`src/common/adcrg_pkg.sv`:
```
// Constants for the converter control and result register block.
// Assumes a single system clock and a plain strobe register port.
//
// Notes on behaviour
// - Each result is a ten-bit unsigned value.
// - Internal signals use the same single converter core.
// - Source select picks internal signal or external channel.
// - Channel select picks one of four external inputs.
// - At most one input reaches the core at once.
// - Format zero: left-justified, low byte upper bits.
// - Format one: right-justified, high byte two bits.
// - Unused result bits always read as zero.
// - Result registers are read-only; writes ignored.
// - Disabled converter keeps results unchanged.
// - Converter-selected pin loses its digital function.
// - Converter-selected pin loses its pull-high resistor.
// - Primary control: start, busy, enable, format, gain, channel.
// - Secondary control: source, gain, reference, clock select.
// - Start low-high-low begins conversion, sets busy.
// - Busy clears when the conversion finishes.
// - Channel codes four to seven select nothing.
package adcrg_pkg;
   // ----------------------------------------------------------------
   // Register offsets
   // ----------------------------------------------------------------
   localparam logic [3:0] ADCRG_OFF_RES_LOW  = 4'h0; // result_low_byte
   localparam logic [3:0] ADCRG_OFF_RES_HIGH = 4'h1; // result_high_byte
   localparam logic [3:0] ADCRG_OFF_CTRL_PRI = 4'h2; // converter_control_primary
   localparam logic [3:0] ADCRG_OFF_CTRL_SEC = 4'h3; // converter_control_secondary
   localparam logic [3:0] ADCRG_OFF_IRQ_STAT = 4'h4; // Sticky event status
   localparam logic [3:0] ADCRG_OFF_IRQ_MASK = 4'h5; // Event mask
   localparam logic [3:0] ADCRG_OFF_PIN_SEL  = 4'h6; // Pin analog selection

   // ----------------------------------------------------------------
   // Field positions
   // ----------------------------------------------------------------
   localparam int ADCRG_P_START  = 7;
   localparam int ADCRG_P_BUSY   = 6;
   localparam int ADCRG_P_ENABLE = 5;
   localparam int ADCRG_P_FORMAT = 4;
   localparam int ADCRG_P_GAIN0  = 3;
   localparam int ADCRG_P_SRC    = 6;  // Secondary bits 7:6
   localparam int ADCRG_P_GAIN1  = 5;
   localparam int ADCRG_P_REF    = 3;  // Secondary bits 4:3
   localparam int ADCRG_P_CLK    = 0;  // Secondary bits 2:0
   localparam int ADCRG_EV_DONE  = 0;  // Status bit: conversion done
   localparam int ADCRG_EV_START = 1;  // Status bit: conversion started

   // ----------------------------------------------------------------
   // Reset values and sizes
   // ----------------------------------------------------------------
   localparam logic [7:0] ADCRG_RST_BYTE  = 8'h00;
   localparam logic [9:0] ADCRG_RST_RES   = 10'h000;
   localparam int         ADCRG_RES_W     = 10;
   localparam int         ADCRG_NUM_EXT   = 4;
   localparam logic [1:0] ADCRG_SRC_EXT   = 2'h0; // Source code for external channel
   // Conversion time in ns, converted to cycles at 200 MHz
   localparam int ADCRG_CLK_NS    = 5;
   localparam int ADCRG_CONV_NS   = 80;
   localparam int ADCRG_CONV_CYC  = (ADCRG_CONV_NS + ADCRG_CLK_NS - 1) / ADCRG_CLK_NS;

   // Converter sequencer states
   typedef enum logic [1:0] {
      ADCRG_IDLE = 2'b00,
      ADCRG_CONV = 2'b01,
      ADCRG_LOAD = 2'b10
   } adcrg_state_t;
endpackage : adcrg_pkg

```
`src/hdl/adcrg_top.sv`:
```
// Converter control and result registers with sequencer and interrupt.
// Assumes the analog core returns its code on core_data when core_done pulses.
`timescale 1ns/10ps
module adcrg_top (
   input  wire logic        clk,           // System clock, 200 MHz
   input  wire logic        rst,           // Synchronous reset, active high
   input  wire logic [3:0]  addr,          // Register address
   input  wire logic [7:0]  wdata,         // Write data
   input  wire logic        wr,            // Write strobe
   input  wire logic        rd,            // Read strobe
   output logic      [7:0]  rdata,         // Read data, one cycle after rd
   output logic             irq,           // Level interrupt
   output logic             core_start,    // Start pulse to analog core
   output logic             core_power,    // Power to analog core
   output logic      [1:0]  gain_select,   // Gain code to core
   output logic      [1:0]  reference_select, // Reference code
   output logic      [2:0]  conversion_clock_select, // Clock code
   output logic      [3:0]  ext_route,     // One-hot or zero external input route
   output logic      [1:0]  int_route,     // Internal source code, 0 when external
   input  wire logic        core_done,     // Completion pulse from core
   input  wire logic [9:0]  core_data,     // Result from core
   output logic      [3:0]  pin_analog,    // Pin converted to analog input
   output logic      [3:0]  pin_pullup_off // Pull-high forced off
);
   // ----------------------------------------------------------------
   // Registers
   // ----------------------------------------------------------------
   logic [7:0]          ctrl_pri;    // Primary control, busy bit unused here
   logic [7:0]          ctrl_sec;    // Secondary control
   logic [9:0]          result;      // Stored conversion result
   logic                busy;        // conversion_busy_flag
   logic                start_armed; // Start bit seen high
   logic [1:0]          irq_stat;    // Sticky events
   logic [1:0]          irq_mask;    // Event enables
   logic [3:0]          pin_sel;     // Pin analog select
   logic [7:0]          cnt;         // Conversion timer
   adcrg_pkg::adcrg_state_t state;   // Sequencer state
   adcrg_pkg::adcrg_state_t next_state;

   // ----------------------------------------------------------------
   // Decode
   // ----------------------------------------------------------------
   function automatic logic hit(input logic [3:0] a, input logic [3:0] off);
      hit = (a == off);
   endfunction : hit

   wire       wr_pri   = wr && hit(addr, adcrg_pkg::ADCRG_OFF_CTRL_PRI);
   wire       wr_sec   = wr && hit(addr, adcrg_pkg::ADCRG_OFF_CTRL_SEC);
   wire       wr_stat  = wr && hit(addr, adcrg_pkg::ADCRG_OFF_IRQ_STAT);
   wire       wr_mask  = wr && hit(addr, adcrg_pkg::ADCRG_OFF_IRQ_MASK);
   wire       wr_pin   = wr && hit(addr, adcrg_pkg::ADCRG_OFF_PIN_SEL);
   wire       enable   = ctrl_pri[adcrg_pkg::ADCRG_P_ENABLE];
   wire       fmt      = ctrl_pri[adcrg_pkg::ADCRG_P_FORMAT];
   wire [2:0] chan     = ctrl_pri[2:0];
   wire [1:0] src      = ctrl_sec[adcrg_pkg::ADCRG_P_SRC +: 2];
   // Start fires on falling edge of start bit after it was high
   wire       new_start = wr_pri && start_armed && !wdata[adcrg_pkg::ADCRG_P_START];
   wire       go        = new_start && enable && (state == adcrg_pkg::ADCRG_IDLE);
   wire       conv_end  = (state == adcrg_pkg::ADCRG_LOAD);

   // Result formatting
   wire [7:0] res_high = fmt ? {6'h00, result[9:8]}
                             : result[9:2];
   wire [7:0] res_low  = fmt ? result[7:0]
                             : {result[1:0], 6'h00};
   wire [7:0] pri_view = {ctrl_pri[7], busy, ctrl_pri[5:0]};

   // Read mux
   logic [7:0] next_rdata;
   always_comb begin
      case (addr)
         adcrg_pkg::ADCRG_OFF_RES_LOW:  next_rdata = res_low;
         adcrg_pkg::ADCRG_OFF_RES_HIGH: next_rdata = res_high;
         adcrg_pkg::ADCRG_OFF_CTRL_PRI: next_rdata = pri_view;
         adcrg_pkg::ADCRG_OFF_CTRL_SEC: next_rdata = ctrl_sec;
         adcrg_pkg::ADCRG_OFF_IRQ_STAT: next_rdata = {6'h00, irq_stat};
         adcrg_pkg::ADCRG_OFF_IRQ_MASK: next_rdata = {6'h00, irq_mask};
         adcrg_pkg::ADCRG_OFF_PIN_SEL:  next_rdata = {4'h0, pin_sel};
         default:                       next_rdata = 8'h00; // Unmapped reads zero
      endcase
   end

   // ----------------------------------------------------------------
   // Input routing
   // ----------------------------------------------------------------
   // Only one source reaches the core; codes 4..7 route nothing
   genvar g;
   generate
      for (g = 0; g < adcrg_pkg::ADCRG_NUM_EXT; g++) begin : g_route
         assign ext_route[g] = (src == adcrg_pkg::ADCRG_SRC_EXT) && (chan == 3'(g));
      end
   endgenerate
   assign int_route = src;
   assign pin_analog     = pin_sel;
   assign pin_pullup_off = pin_sel;

   assign gain_select             = {ctrl_sec[adcrg_pkg::ADCRG_P_GAIN1],
                                     ctrl_pri[adcrg_pkg::ADCRG_P_GAIN0]};
   assign reference_select        = ctrl_sec[adcrg_pkg::ADCRG_P_REF +: 2];
   assign conversion_clock_select = ctrl_sec[adcrg_pkg::ADCRG_P_CLK +: 3];
   assign core_power              = enable;
   assign core_start              = go;
   assign irq                     = |(irq_stat & irq_mask);

   // ----------------------------------------------------------------
   // Sequencer
   // ----------------------------------------------------------------
   always_comb begin
      next_state = state;
      case (state)
         adcrg_pkg::ADCRG_IDLE: if (go) begin
            next_state = adcrg_pkg::ADCRG_CONV;
         end
         adcrg_pkg::ADCRG_CONV: if (!enable) begin
            next_state = adcrg_pkg::ADCRG_IDLE; // Abort, result untouched
         end else if (core_done || cnt == 8'(adcrg_pkg::ADCRG_CONV_CYC)) begin
            next_state = adcrg_pkg::ADCRG_LOAD;
         end
         adcrg_pkg::ADCRG_LOAD: next_state = adcrg_pkg::ADCRG_IDLE;
         default:               next_state = adcrg_pkg::ADCRG_IDLE;
      endcase
   end

   // Sequencer state and timer
   always_ff @(posedge clk) begin
      if (rst) begin
         state <= adcrg_pkg::ADCRG_IDLE;
         cnt   <= 8'h00;
      end else begin
         state <= next_state;
         cnt   <= (state == adcrg_pkg::ADCRG_CONV) ? cnt + 8'h01 : 8'h00;
      end
   end

   // Busy flag: set on start, cleared on the same edge as the result load, or on abort
   always_ff @(posedge clk) begin
      if (rst) begin
         busy <= 1'b0;
      end else if (go) begin
         busy <= 1'b1;
      end else if (conv_end || (state == adcrg_pkg::ADCRG_CONV && !enable)) begin
         busy <= 1'b0;
      end
   end

   // Result capture: both bytes in one edge, only while enabled
   logic [9:0] captured;
   always_ff @(posedge clk) begin
      if (rst) begin
         captured <= adcrg_pkg::ADCRG_RST_RES;
         result   <= adcrg_pkg::ADCRG_RST_RES;
      end else begin
         if (state == adcrg_pkg::ADCRG_CONV && core_done) begin
            captured <= core_data;
         end
         if (conv_end && enable) begin
            result <= captured;
         end
      end
   end

   // ----------------------------------------------------------------
   // Control registers
   // ----------------------------------------------------------------
   always_ff @(posedge clk) begin
      if (rst) begin
         ctrl_pri    <= adcrg_pkg::ADCRG_RST_BYTE;
         ctrl_sec    <= adcrg_pkg::ADCRG_RST_BYTE;
         start_armed <= 1'b0;
         pin_sel     <= 4'h0;
         irq_mask    <= 2'h0;
      end else begin
         if (wr_pri) begin
            ctrl_pri    <= {wdata[7], 1'b0, wdata[5:0]};
            start_armed <= wdata[adcrg_pkg::ADCRG_P_START];
         end
         if (wr_sec) begin
            ctrl_sec <= wdata;
         end
         if (wr_pin) begin
            pin_sel <= wdata[3:0];
         end
         if (wr_mask) begin
            irq_mask <= wdata[1:0];
         end
      end
   end

   // Sticky status: set wins over write-one-to-clear
   wire [1:0] ev = {go, conv_end};
   always_ff @(posedge clk) begin
      if (rst) begin
         irq_stat <= 2'h0;
      end else begin
         irq_stat <= (irq_stat & ~(wr_stat ? wdata[1:0] : 2'h0)) | ev;
      end
   end

   // Read data register
   always_ff @(posedge clk) begin
      if (rst) begin
         rdata <= 8'h00;
      end else begin
         rdata <= rd ? next_rdata : 8'h00;
      end
   end

   // ----------------------------------------------------------------
   // Assertions
   // ----------------------------------------------------------------
   a_start_sets_busy: assert property (@(posedge clk) disable iff (rst)
      go |=> busy) else $error("busy not set after start");
   a_done_clears_busy: assert property (@(posedge clk) disable iff (rst)
      conv_end |=> !busy) else $error("busy not cleared at completion");
   a_result_before_clear: assert property (@(posedge clk) disable iff (rst)
      (conv_end && enable) |=> (result == $past(captured))) else $error("result not loaded");
   a_disabled_hold: assert property (@(posedge clk) disable iff (rst)
      !$past(enable) |-> $stable(result)) else $error("result changed while disabled");
   a_format_left: assert property (@(posedge clk) disable iff (rst)
      !fmt |-> (res_high == result[9:2] && res_low[5:0] == 6'h00)) else $error("left format");
   a_format_right: assert property (@(posedge clk) disable iff (rst)
      fmt |-> (res_high[7:2] == 6'h00 && res_low == result[7:0])) else $error("right format");
   a_one_route: assert property (@(posedge clk) disable iff (rst)
      $onehot0(ext_route)) else $error("route");
   a_no_route: assert property (@(posedge clk) disable iff (rst)
      (chan > 3'h3) |-> (ext_route == 4'h0)) else $error("route on empty code");
   a_pin_pullup: assert property (@(posedge clk) disable iff (rst)
      pin_analog == pin_pullup_off) else $error("pull-high kept on analog pin");
   a_read_latency: assert property (@(posedge clk) disable iff (rst)
      (rd && addr == adcrg_pkg::ADCRG_OFF_RES_LOW) |=> rdata == $past(res_low))
      else $error("read data wrong");


   // ----------------------------------------------------------------
   // Register view and routing checks
   // ----------------------------------------------------------------
   // Busy bit on a primary read shows the
   // flag as it stood when the read was taken
   a_busy_view: assert property (@(posedge clk) disable iff (rst)
      (rd && addr == adcrg_pkg::ADCRG_OFF_CTRL_PRI) |=> (rdata[6] == $past(busy)))
      else $error("busy bit view wrong");

   // An internal source leaves every
   // external input disconnected
   a_int_exclusive: assert property (@(posedge clk) disable iff (rst)
      (src != adcrg_pkg::ADCRG_SRC_EXT) |-> (ext_route == 4'h0))
      else $error("external route with internal source");

   // Internal code goes straight to the core
   // mux, zero meaning the external path
   a_int_follow: assert property (@(posedge clk) disable iff (rst)
      int_route == src)
      else $error("internal route wrong");

   // A valid channel code routes exactly
   // the matching external input
   a_ext_pick: assert property (@(posedge clk) disable iff (rst)
      (src == adcrg_pkg::ADCRG_SRC_EXT && chan < 3'h4)
      |-> (ext_route == (4'h1 << chan[1:0]))) else $error("wrong input routed");

   // Software writes to the result bytes
   // must never disturb the stored code
   a_write_ro: assert property (@(posedge clk) disable iff (rst)
      (wr && addr <= adcrg_pkg::ADCRG_OFF_RES_HIGH && !conv_end) |=> $stable(result))
      else $error("result changed by write");

   // Busy is set exactly while the
   // sequencer is away from idle
   a_busy_state: assert property (@(posedge clk) disable iff (rst)
      busy == (state != adcrg_pkg::ADCRG_IDLE))
      else $error("busy out of step with sequencer");

   // Core power follows the enable bit so a
   // disabled converter draws no current
   a_power_enable: assert property (@(posedge clk) disable iff (rst)
      core_power == enable)
      else $error("core power wrong");

   // Gain code joins the bit of each
   // control register
   a_gain_map: assert property (@(posedge clk) disable iff (rst)
      gain_select == {ctrl_sec[5], ctrl_pri[3]})
      else $error("gain code wrong");

   // Reference code comes from the
   // secondary register only
   a_ref_map: assert property (@(posedge clk) disable iff (rst)
      reference_select == ctrl_sec[4:3])
      else $error("reference code wrong");

   // Clock code comes from the low
   // secondary bits
   a_clk_map: assert property (@(posedge clk) disable iff (rst)
      conversion_clock_select == ctrl_sec[2:0])
      else $error("clock code wrong");

   // ----------------------------------------------------------------
   // Sequencer and event checks
   // ----------------------------------------------------------------
   // Completion always leaves its sticky
   // status bit set, even beside a clear
   a_done_event: assert property (@(posedge clk) disable iff (rst)
      conv_end |=> irq_stat[adcrg_pkg::ADCRG_EV_DONE])
      else $error("done event lost");

   // A start leaves its sticky status bit
   // set, even beside a clear
   a_start_event: assert property (@(posedge clk) disable iff (rst)
      go |=> irq_stat[adcrg_pkg::ADCRG_EV_START])
      else $error("start event lost");

   // A start only fires on the write that
   // brings the start bit back low
   a_start_low: assert property (@(posedge clk) disable iff (rst)
      go |-> !wdata[adcrg_pkg::ADCRG_P_START])
      else $error("start without low write");

   // The start bit must have been seen
   // high before the low write counts
   a_start_armed: assert property (@(posedge clk) disable iff (rst)
      go |-> start_armed)
      else $error("start without high write");

   // Disabling mid-conversion drops busy
   // at once and leaves the result alone
   a_abort_clears: assert property (@(posedge clk) disable iff (rst)
      (state == adcrg_pkg::ADCRG_CONV && !enable) |=> !busy)
      else $error("abort left busy set");

   // Timer never runs past the timeout,
   // so a silent core cannot hang busy
   a_conv_bound: assert property (@(posedge clk) disable iff (rst)
      (state == adcrg_pkg::ADCRG_CONV) |-> (cnt <= 8'(adcrg_pkg::ADCRG_CONV_CYC)))
      else $error("conversion timer overran");

   // Analog pins lose their digital role
   // exactly as selected
   a_pin_digital: assert property (@(posedge clk) disable iff (rst)
      pin_analog == pin_sel)
      else $error("pin role wrong");

   // Read data stands one cycle only and
   // is zero without a read
   a_rdata_idle: assert property (@(posedge clk) disable iff (rst)
      !rd |=> (rdata == 8'h00))
      else $error("read data without read");

   // The result only moves at the load
   // step, so both bytes move together
   a_result_hold: assert property (@(posedge clk) disable iff (rst)
      !(conv_end && enable) |=> $stable(result))
      else $error("result moved outside load");

   // Load lasts a single cycle before
   // the sequencer returns to idle
   a_load_single: assert property (@(posedge clk) disable iff (rst)
      conv_end |=> (state == adcrg_pkg::ADCRG_IDLE))
      else $error("load step too long");

   // Busy still stands while the result
   // is being loaded
   a_busy_at_load: assert property (@(posedge clk) disable iff (rst)
      conv_end |-> busy)
      else $error("busy cleared before load");

   // Main scenarios reached
   c_conversion: cover property (@(posedge clk) disable iff (rst) go ##[1:40] conv_end);
   c_right_fmt: cover property (@(posedge clk) disable iff (rst) conv_end && fmt);
   c_timeout: cover property (@(posedge clk) disable iff (rst)
      state == adcrg_pkg::ADCRG_CONV && cnt == 8'(adcrg_pkg::ADCRG_CONV_CYC));
   c_abort: cover property (@(posedge clk) disable iff (rst) busy && !enable);
   c_irq: cover property (@(posedge clk) disable iff (rst) irq);
endmodule : adcrg_top

```
`config.mk`:
```
export PLATFORM = sky130hd
export DESIGN_NAME = adcrg_top
export DESIGN_NICKNAME = d
export VERILOG_FILES = /design/src/common/adcrg_pkg.sv /design/src/hdl/adcrg_top.sv
export SDC_FILE = /design/constraint.sdc
export NUM_CORES = 1
export LEC_CHECK = 0
export BUFFER_PORTS_ARGS = -buffer_cell sky130_fd_sc_hd__buf_2
export CORE_UTILIZATION = 46
export DETAILED_ROUTE_END_ITERATION = 10
export PLACE_DENSITY = 0.79
export SETUP_SLACK_MARGIN = 0.2
export SYNTH_ARGS = -nofsm -noshare
export SYNTH_HDL_FRONTEND = slang
export SYNTH_SLANG_ARGS = --single-unit
```
`constraint.sdc`:
```
create_clock -name clk -period 1.2 [get_ports clk]
set_input_delay 0.12 -clock clk [delete_from_list [all_inputs] [get_ports clk]]
set_output_delay 0.12 -clock clk [all_outputs]
set_load 0.02 [all_outputs]
```
**After elaboration in Yosys (flattened, before gate mapping)**

Index checks and enable logic that the tools add are counted.
W data, S select, Z words.

- $add $sub $neg: 1
- Equal/unequal tests: 14
- Mux-type cells: 10
- Bitwise gates (word level): 6
- Reductions and logical operators: 29

Operator list:

| kind | number |
|---|---|
| $pmux W8 S7 | 1 |
| $logic_and A1 B1 Y1 | 16 |
| $mux W8 | 2 |
| $eq A4 B3 Y1 const B | 3 |
| $add A8 B1 Y8 const B | 1 |
| $eq A4 B2 Y1 const B | 2 |
| $eq A8 B5 Y1 const B | 1 |
| $mux W2 | 4 |
| $eq A3 B2 Y1 const B | 2 |
| $reduce_or A2 Y1 | 3 |
| $and A2 B2 Y2 | 2 |
| $eq A4 B1 Y1 const B | 1 |
| $logic_not A2 Y1 | 2 |
| $logic_not A4 Y1 | 1 |
| $pmux W2 S2 | 1 |
| $eq A3 B1 Y1 const B | 1 |
| $logic_not A3 Y1 | 1 |
| $ne A3 B3 Y1 const B | 1 |
| $eq A2 B1 Y1 const B | 1 |
| $eq A2 B2 Y1 const B | 1 |
| $logic_not A1 Y1 | 2 |
| $logic_or A1 B1 Y1 | 2 |
| $mux W1 | 2 |
| $ne A2 B2 Y1 const B | 1 |
| other kinds (5) | 6 |

- Bits in registers: 63
- Input port bits: 27
- Output and inout port bits: 32

**Depth between registers and ports, before layout**

- Depth in word-level cells: 8
- Mapped depth: 6
- Mapped depth without buffers: 6

**Least setup slack after synthesis**

OpenSTA, ideal clock, no wires.

- Path type: register to output
- Start point: reg ctrl_sec[7]
- End point: out ext_route[0]
- Arrival time: 1.221 ns
- Data required time: 1.080 ns
- Slack: -0.141 ns
- Stages on the path, launching flop included: 3
- Buffers on the path: 0
- Cells stage by stage: dfxtp_1 > nor3_1 > nor3b_1

- Longest elaborated chain between the ends: 2

Ends and longest elaborated chain:

| what | line | text |
|---|---|---|
| start: declaration | adcrg_top.sv:29 | `logic [7:0] ctrl_sec;` |
| start signal: assignment | adcrg_top.sv:168 | `ctrl_sec <= adcrg_pkg::ADCRG_RST_BYTE;` |
| start signal: assignment | adcrg_top.sv:178 | `ctrl_sec <= wdata;` |
| $logic_not A2 Y1 | adcrg_top.sv:90 | `assign ext_route[g] = (src == adcrg_pkg::ADCRG_SRC_EXT) && (chan == 3'(g));` |
| $logic_and A1 B1 Y1 | adcrg_top.sv:90 |  |
| end: declaration | adcrg_top.sv:18 | `output logic [3:0] ext_route,` |

Every way passes these cells.

**Worst setup path in the final report**

- Start point: reg ctrl_pri[2]
- End point: out ext_route[0]

- Longest elaborated chain between the ends: 2

Ends and longest elaborated chain:

| what | line | text |
|---|---|---|
| start: declaration | adcrg_top.sv:28 | `logic [7:0] ctrl_pri;` |
| start signal: assignment | adcrg_top.sv:167 | `ctrl_pri <= adcrg_pkg::ADCRG_RST_BYTE;` |
| start signal: assignment | adcrg_top.sv:174 | `ctrl_pri <= {wdata[7], 1'b0, wdata[5:0]};` |
| $logic_not A3 Y1 | adcrg_top.sv:90 |  |
| $logic_and A1 B1 Y1 | adcrg_top.sv:90 |  |

Every way passes these cells.

==> results.toml <==
[sta]
slew-limit-headroom_pct = 66.7
hold_viol = 0
min_period_ns = 1.39
setup_violations = 13
fmax_ghz = 0.719
clock_skew_ns = 0.0108
finalSetupTns_ns = -0.969
rsz0062_at_grt = "true"
worst-slew-pin-transition_ns = 0.500
post-route-period-util_pct = 116
drv_slew = 0
hold-worst-slack_ns = 0.00559
setup_ws_ns = -0.190

[logic_synthesis]
avgSynthCellArea_um2 = 9.23
synth_area_mm2 = 0.00273
yosysWarnings = 0
ys_seq_elements = 62
yosysSeqAreaShare_pct = 45.4
syn_nets = 325
synthFlopType = "dfxtp_1"
ys_types = 46
synth_edf_count = 0
synthArstFlopShare_pct = 0
syn_inst = 296

[status]
violations = "setup timing"
status = "finished, violations left"

[worst_setup_path]
cp_max_fo = 4
worstSetupEndpointType = "output pin"
crit-reg2reg-launch = "state[1]"
critPathTopFamily = "simple AND/OR/NAND/NOR gates"
crit_slowest_cell = "dfxtp_1"
crit_required_ns = 1.08
r2r_setup_slack_ns = -0.03
max_stage_delay_ns = 0.39
worst-setup-path-type = "register to output pin"
critPathArrivalTime_ns = 1.27
reg2regPathDepth = 5
start_kind = "register"
path_cells = "nor3_4, nor3b_4, buf_6"
r2r_end = "result[0]"
worst-path-buf-inv = 1

[final_layout]
seqCellArea_mm2 = 0.00129
final_util_pct = 76.6
drive_above_1_share_pct = 55.3
fill_cells = 360
nets = 429
fin_area_mm2 = 0.00430
layout_common_cells = "buf_4 (55), dfxtp_1 (39), nor2_1 (38)"
layout_commonest_cell = "buf_4"
area_growth_pct = 57.3
diodes = 0
multiInputGateArea_mm2 = 0.00181

[hold_path]
hold_start = "core_data[0]"
hold_path_end = "captured[0]"
hp-class = "primary input to register"
min_delay_path_depth = 3

[drt]
ant_nets = 0
route.detailed.drc = 0
viasPerCell = 5.58
dr.pass1.iters = 4
vias = 2663
drt_iter0_markers = 185
wl_per_cell_um = 17.7
detail_route.wirelength_um = 8430

[grt]
grtUsageTotal_pct = 25.6
grt_pass1_vias = 2510
grt_max_degree = 29
grt_pass1_wl_um = 12100
grt_antenna_before_repair = 0
grt-ovfl-total = 0

[placed_design]
placed_area_mm2 = 0.00338
dpl_worst_slack_ns = -0.129
hpwl_um = 4830
gp_congestion = 0.915
io_buffers = 58

[die]
die_h_um = 79.1
rows = 27
core_area_mm2 = 0.00561
start_util_pct = 48.7
ios = 59
die_area_mm2 = 0.00625
fp.dieW_um = 79.1

[cts]
ctsHtreeMaxLevel = 3
clk_latency_ns = 0.35
cts_buffers = 9
cts_tree = "built"
clk_pin_slew_worst_paths_ns = 0.07
clock_path_buffers = 2
root_buffer = "clkbuf_8"
cts_num_sinks = 62

[pwr]
leakage_nw = 1.83
peakVddDrop_mv = 0.710
power_density_mw_per_mm2 = 1010

[flow_run]
maxCapViolations = 0
## per-layer routing
metal	share of wire (%)	up-vias	track usage, %
met1	39	1281	28.9
met4	3.5	0	17.1
li1	-	1251	-
met5	0	-	0
met2	52	106	44.5
met3	5.7	25	3.79
## through the flow
stage	instances	total power, mW
after floorplan	296	2.26
after global placement	443	2.40
after detailed placement	443	2.40
after CTS	469	4.25
after global routing	477	4.44
final	477	4.33
## worst max path at each step
stage / start / end / slack, ns / cells after the start
CTS: ctrl_sec[6] / ext_route[0] / -0.17 / 3
finish: ctrl_pri[2] / ext_route[0] / -0.19 / 3
detailed placement: addr[0] / rdata[3] / -0.13 / 5
global placement: addr[2] / ctrl_pri[4] / -0.09 / 6
floorplan: ctrl_pri[4] / rdata[0] / 0.06 / 5
global route: ctrl_sec[6] / ext_route[1] / -0.25 / 4
## cell usage after synthesis (3+ instances only)
| cell type | n | area share (%) |
|---|---|---|
| nor3_1 | 4 | 0.73 |
| buf_4 | 7 | 1.9 |
| mux2i_1 | 34 | 12 |
| nand3_1 | 15 | 2.7 |
| and2_1 | 4 | 0.92 |
| nand2b_1 | 7 | 1.6 |
| inv_1 | 5 | 0.69 |
| nor2b_1 | 3 | 0.69 |
| nand2_1 | 16 | 2.2 |
| a21oi_1 | 23 | 4.2 |
| and3_1 | 3 | 0.69 |
| dfxtp_1 | 62 | 45 |
| nor2_1 | 47 | 6.5 |
| buf_2 | 4 | 0.73 |
| clkbuf_1 | 7 | 0.96 |
| xor2_1 | 3 | 0.96 |
| a22oi_1 | 8 | 2.2 |
| xnor2_1 | 3 | 0.96 |
## state kept, by name, summed over array words and instances (netlist names)
name and cells:
state 2, irq_stat 2, captured 10, busy 1, ctrl_pri 6, ctrl_sec 8
result 10, cnt 8, irq_mask 2, rdata 8, pin_analog 4, start_armed 1
## worst register-to-register path, delay by kind of cell, from the launching register on
kind,cells,cell delay [ns]
buf+inv,2,0.30
flops,1,0.36
mux,1,0.23
simple gates,2,0.23
## power by group
part,total [mW],internal (mW),leakage [nW],switching [mW]
clock network,1.90,1.06,0.106,0.841
logic,0.361,0.167,1.21,0.194
registers,2.06,2.05,0.513,0.0109
## cell families after synthesis
group / after synthesis / share of synthesized area (%)
AO/OA/AOI/OAI: 48 / 11.6
XOR/XNOR: 6 / 1.92
adder cells (fa/ha/maj): 2 / 0.916
buffers and inverters: 25 / 4.90
flip-flops: 62 / 45.4
multiplexers: 34 / 12.5
AND/OR/NAND/NOR: 119 / 22.8
## what timing repair did
| item | 4_1_cts | 5_1_grt |
|---|---|---|
| cloned | 3 | 0 |
| pin swaps | 25 | 38 |
| setup endpoints to repair | 62 | 59 |
| hold buffers | 0 | 0 |
| setup buffers | 7 | 8 |
| gates resized for setup | 91 | 66 |
## layout make-up
cell class | count | share of cell area (%)
Tap cell | 72 | 2.10
Clock buffer | 12 | 3.61
Clock inverter | 4 | 1.05
Inverter | 5 | 0.553
Sequential cell | 62 | 30.0
Timing Repair Buffer | 111 | 20.5
Multi-Input combinational cell | 211 | 42.2
No activity file was read; power rests on OpenSTA's default activity.
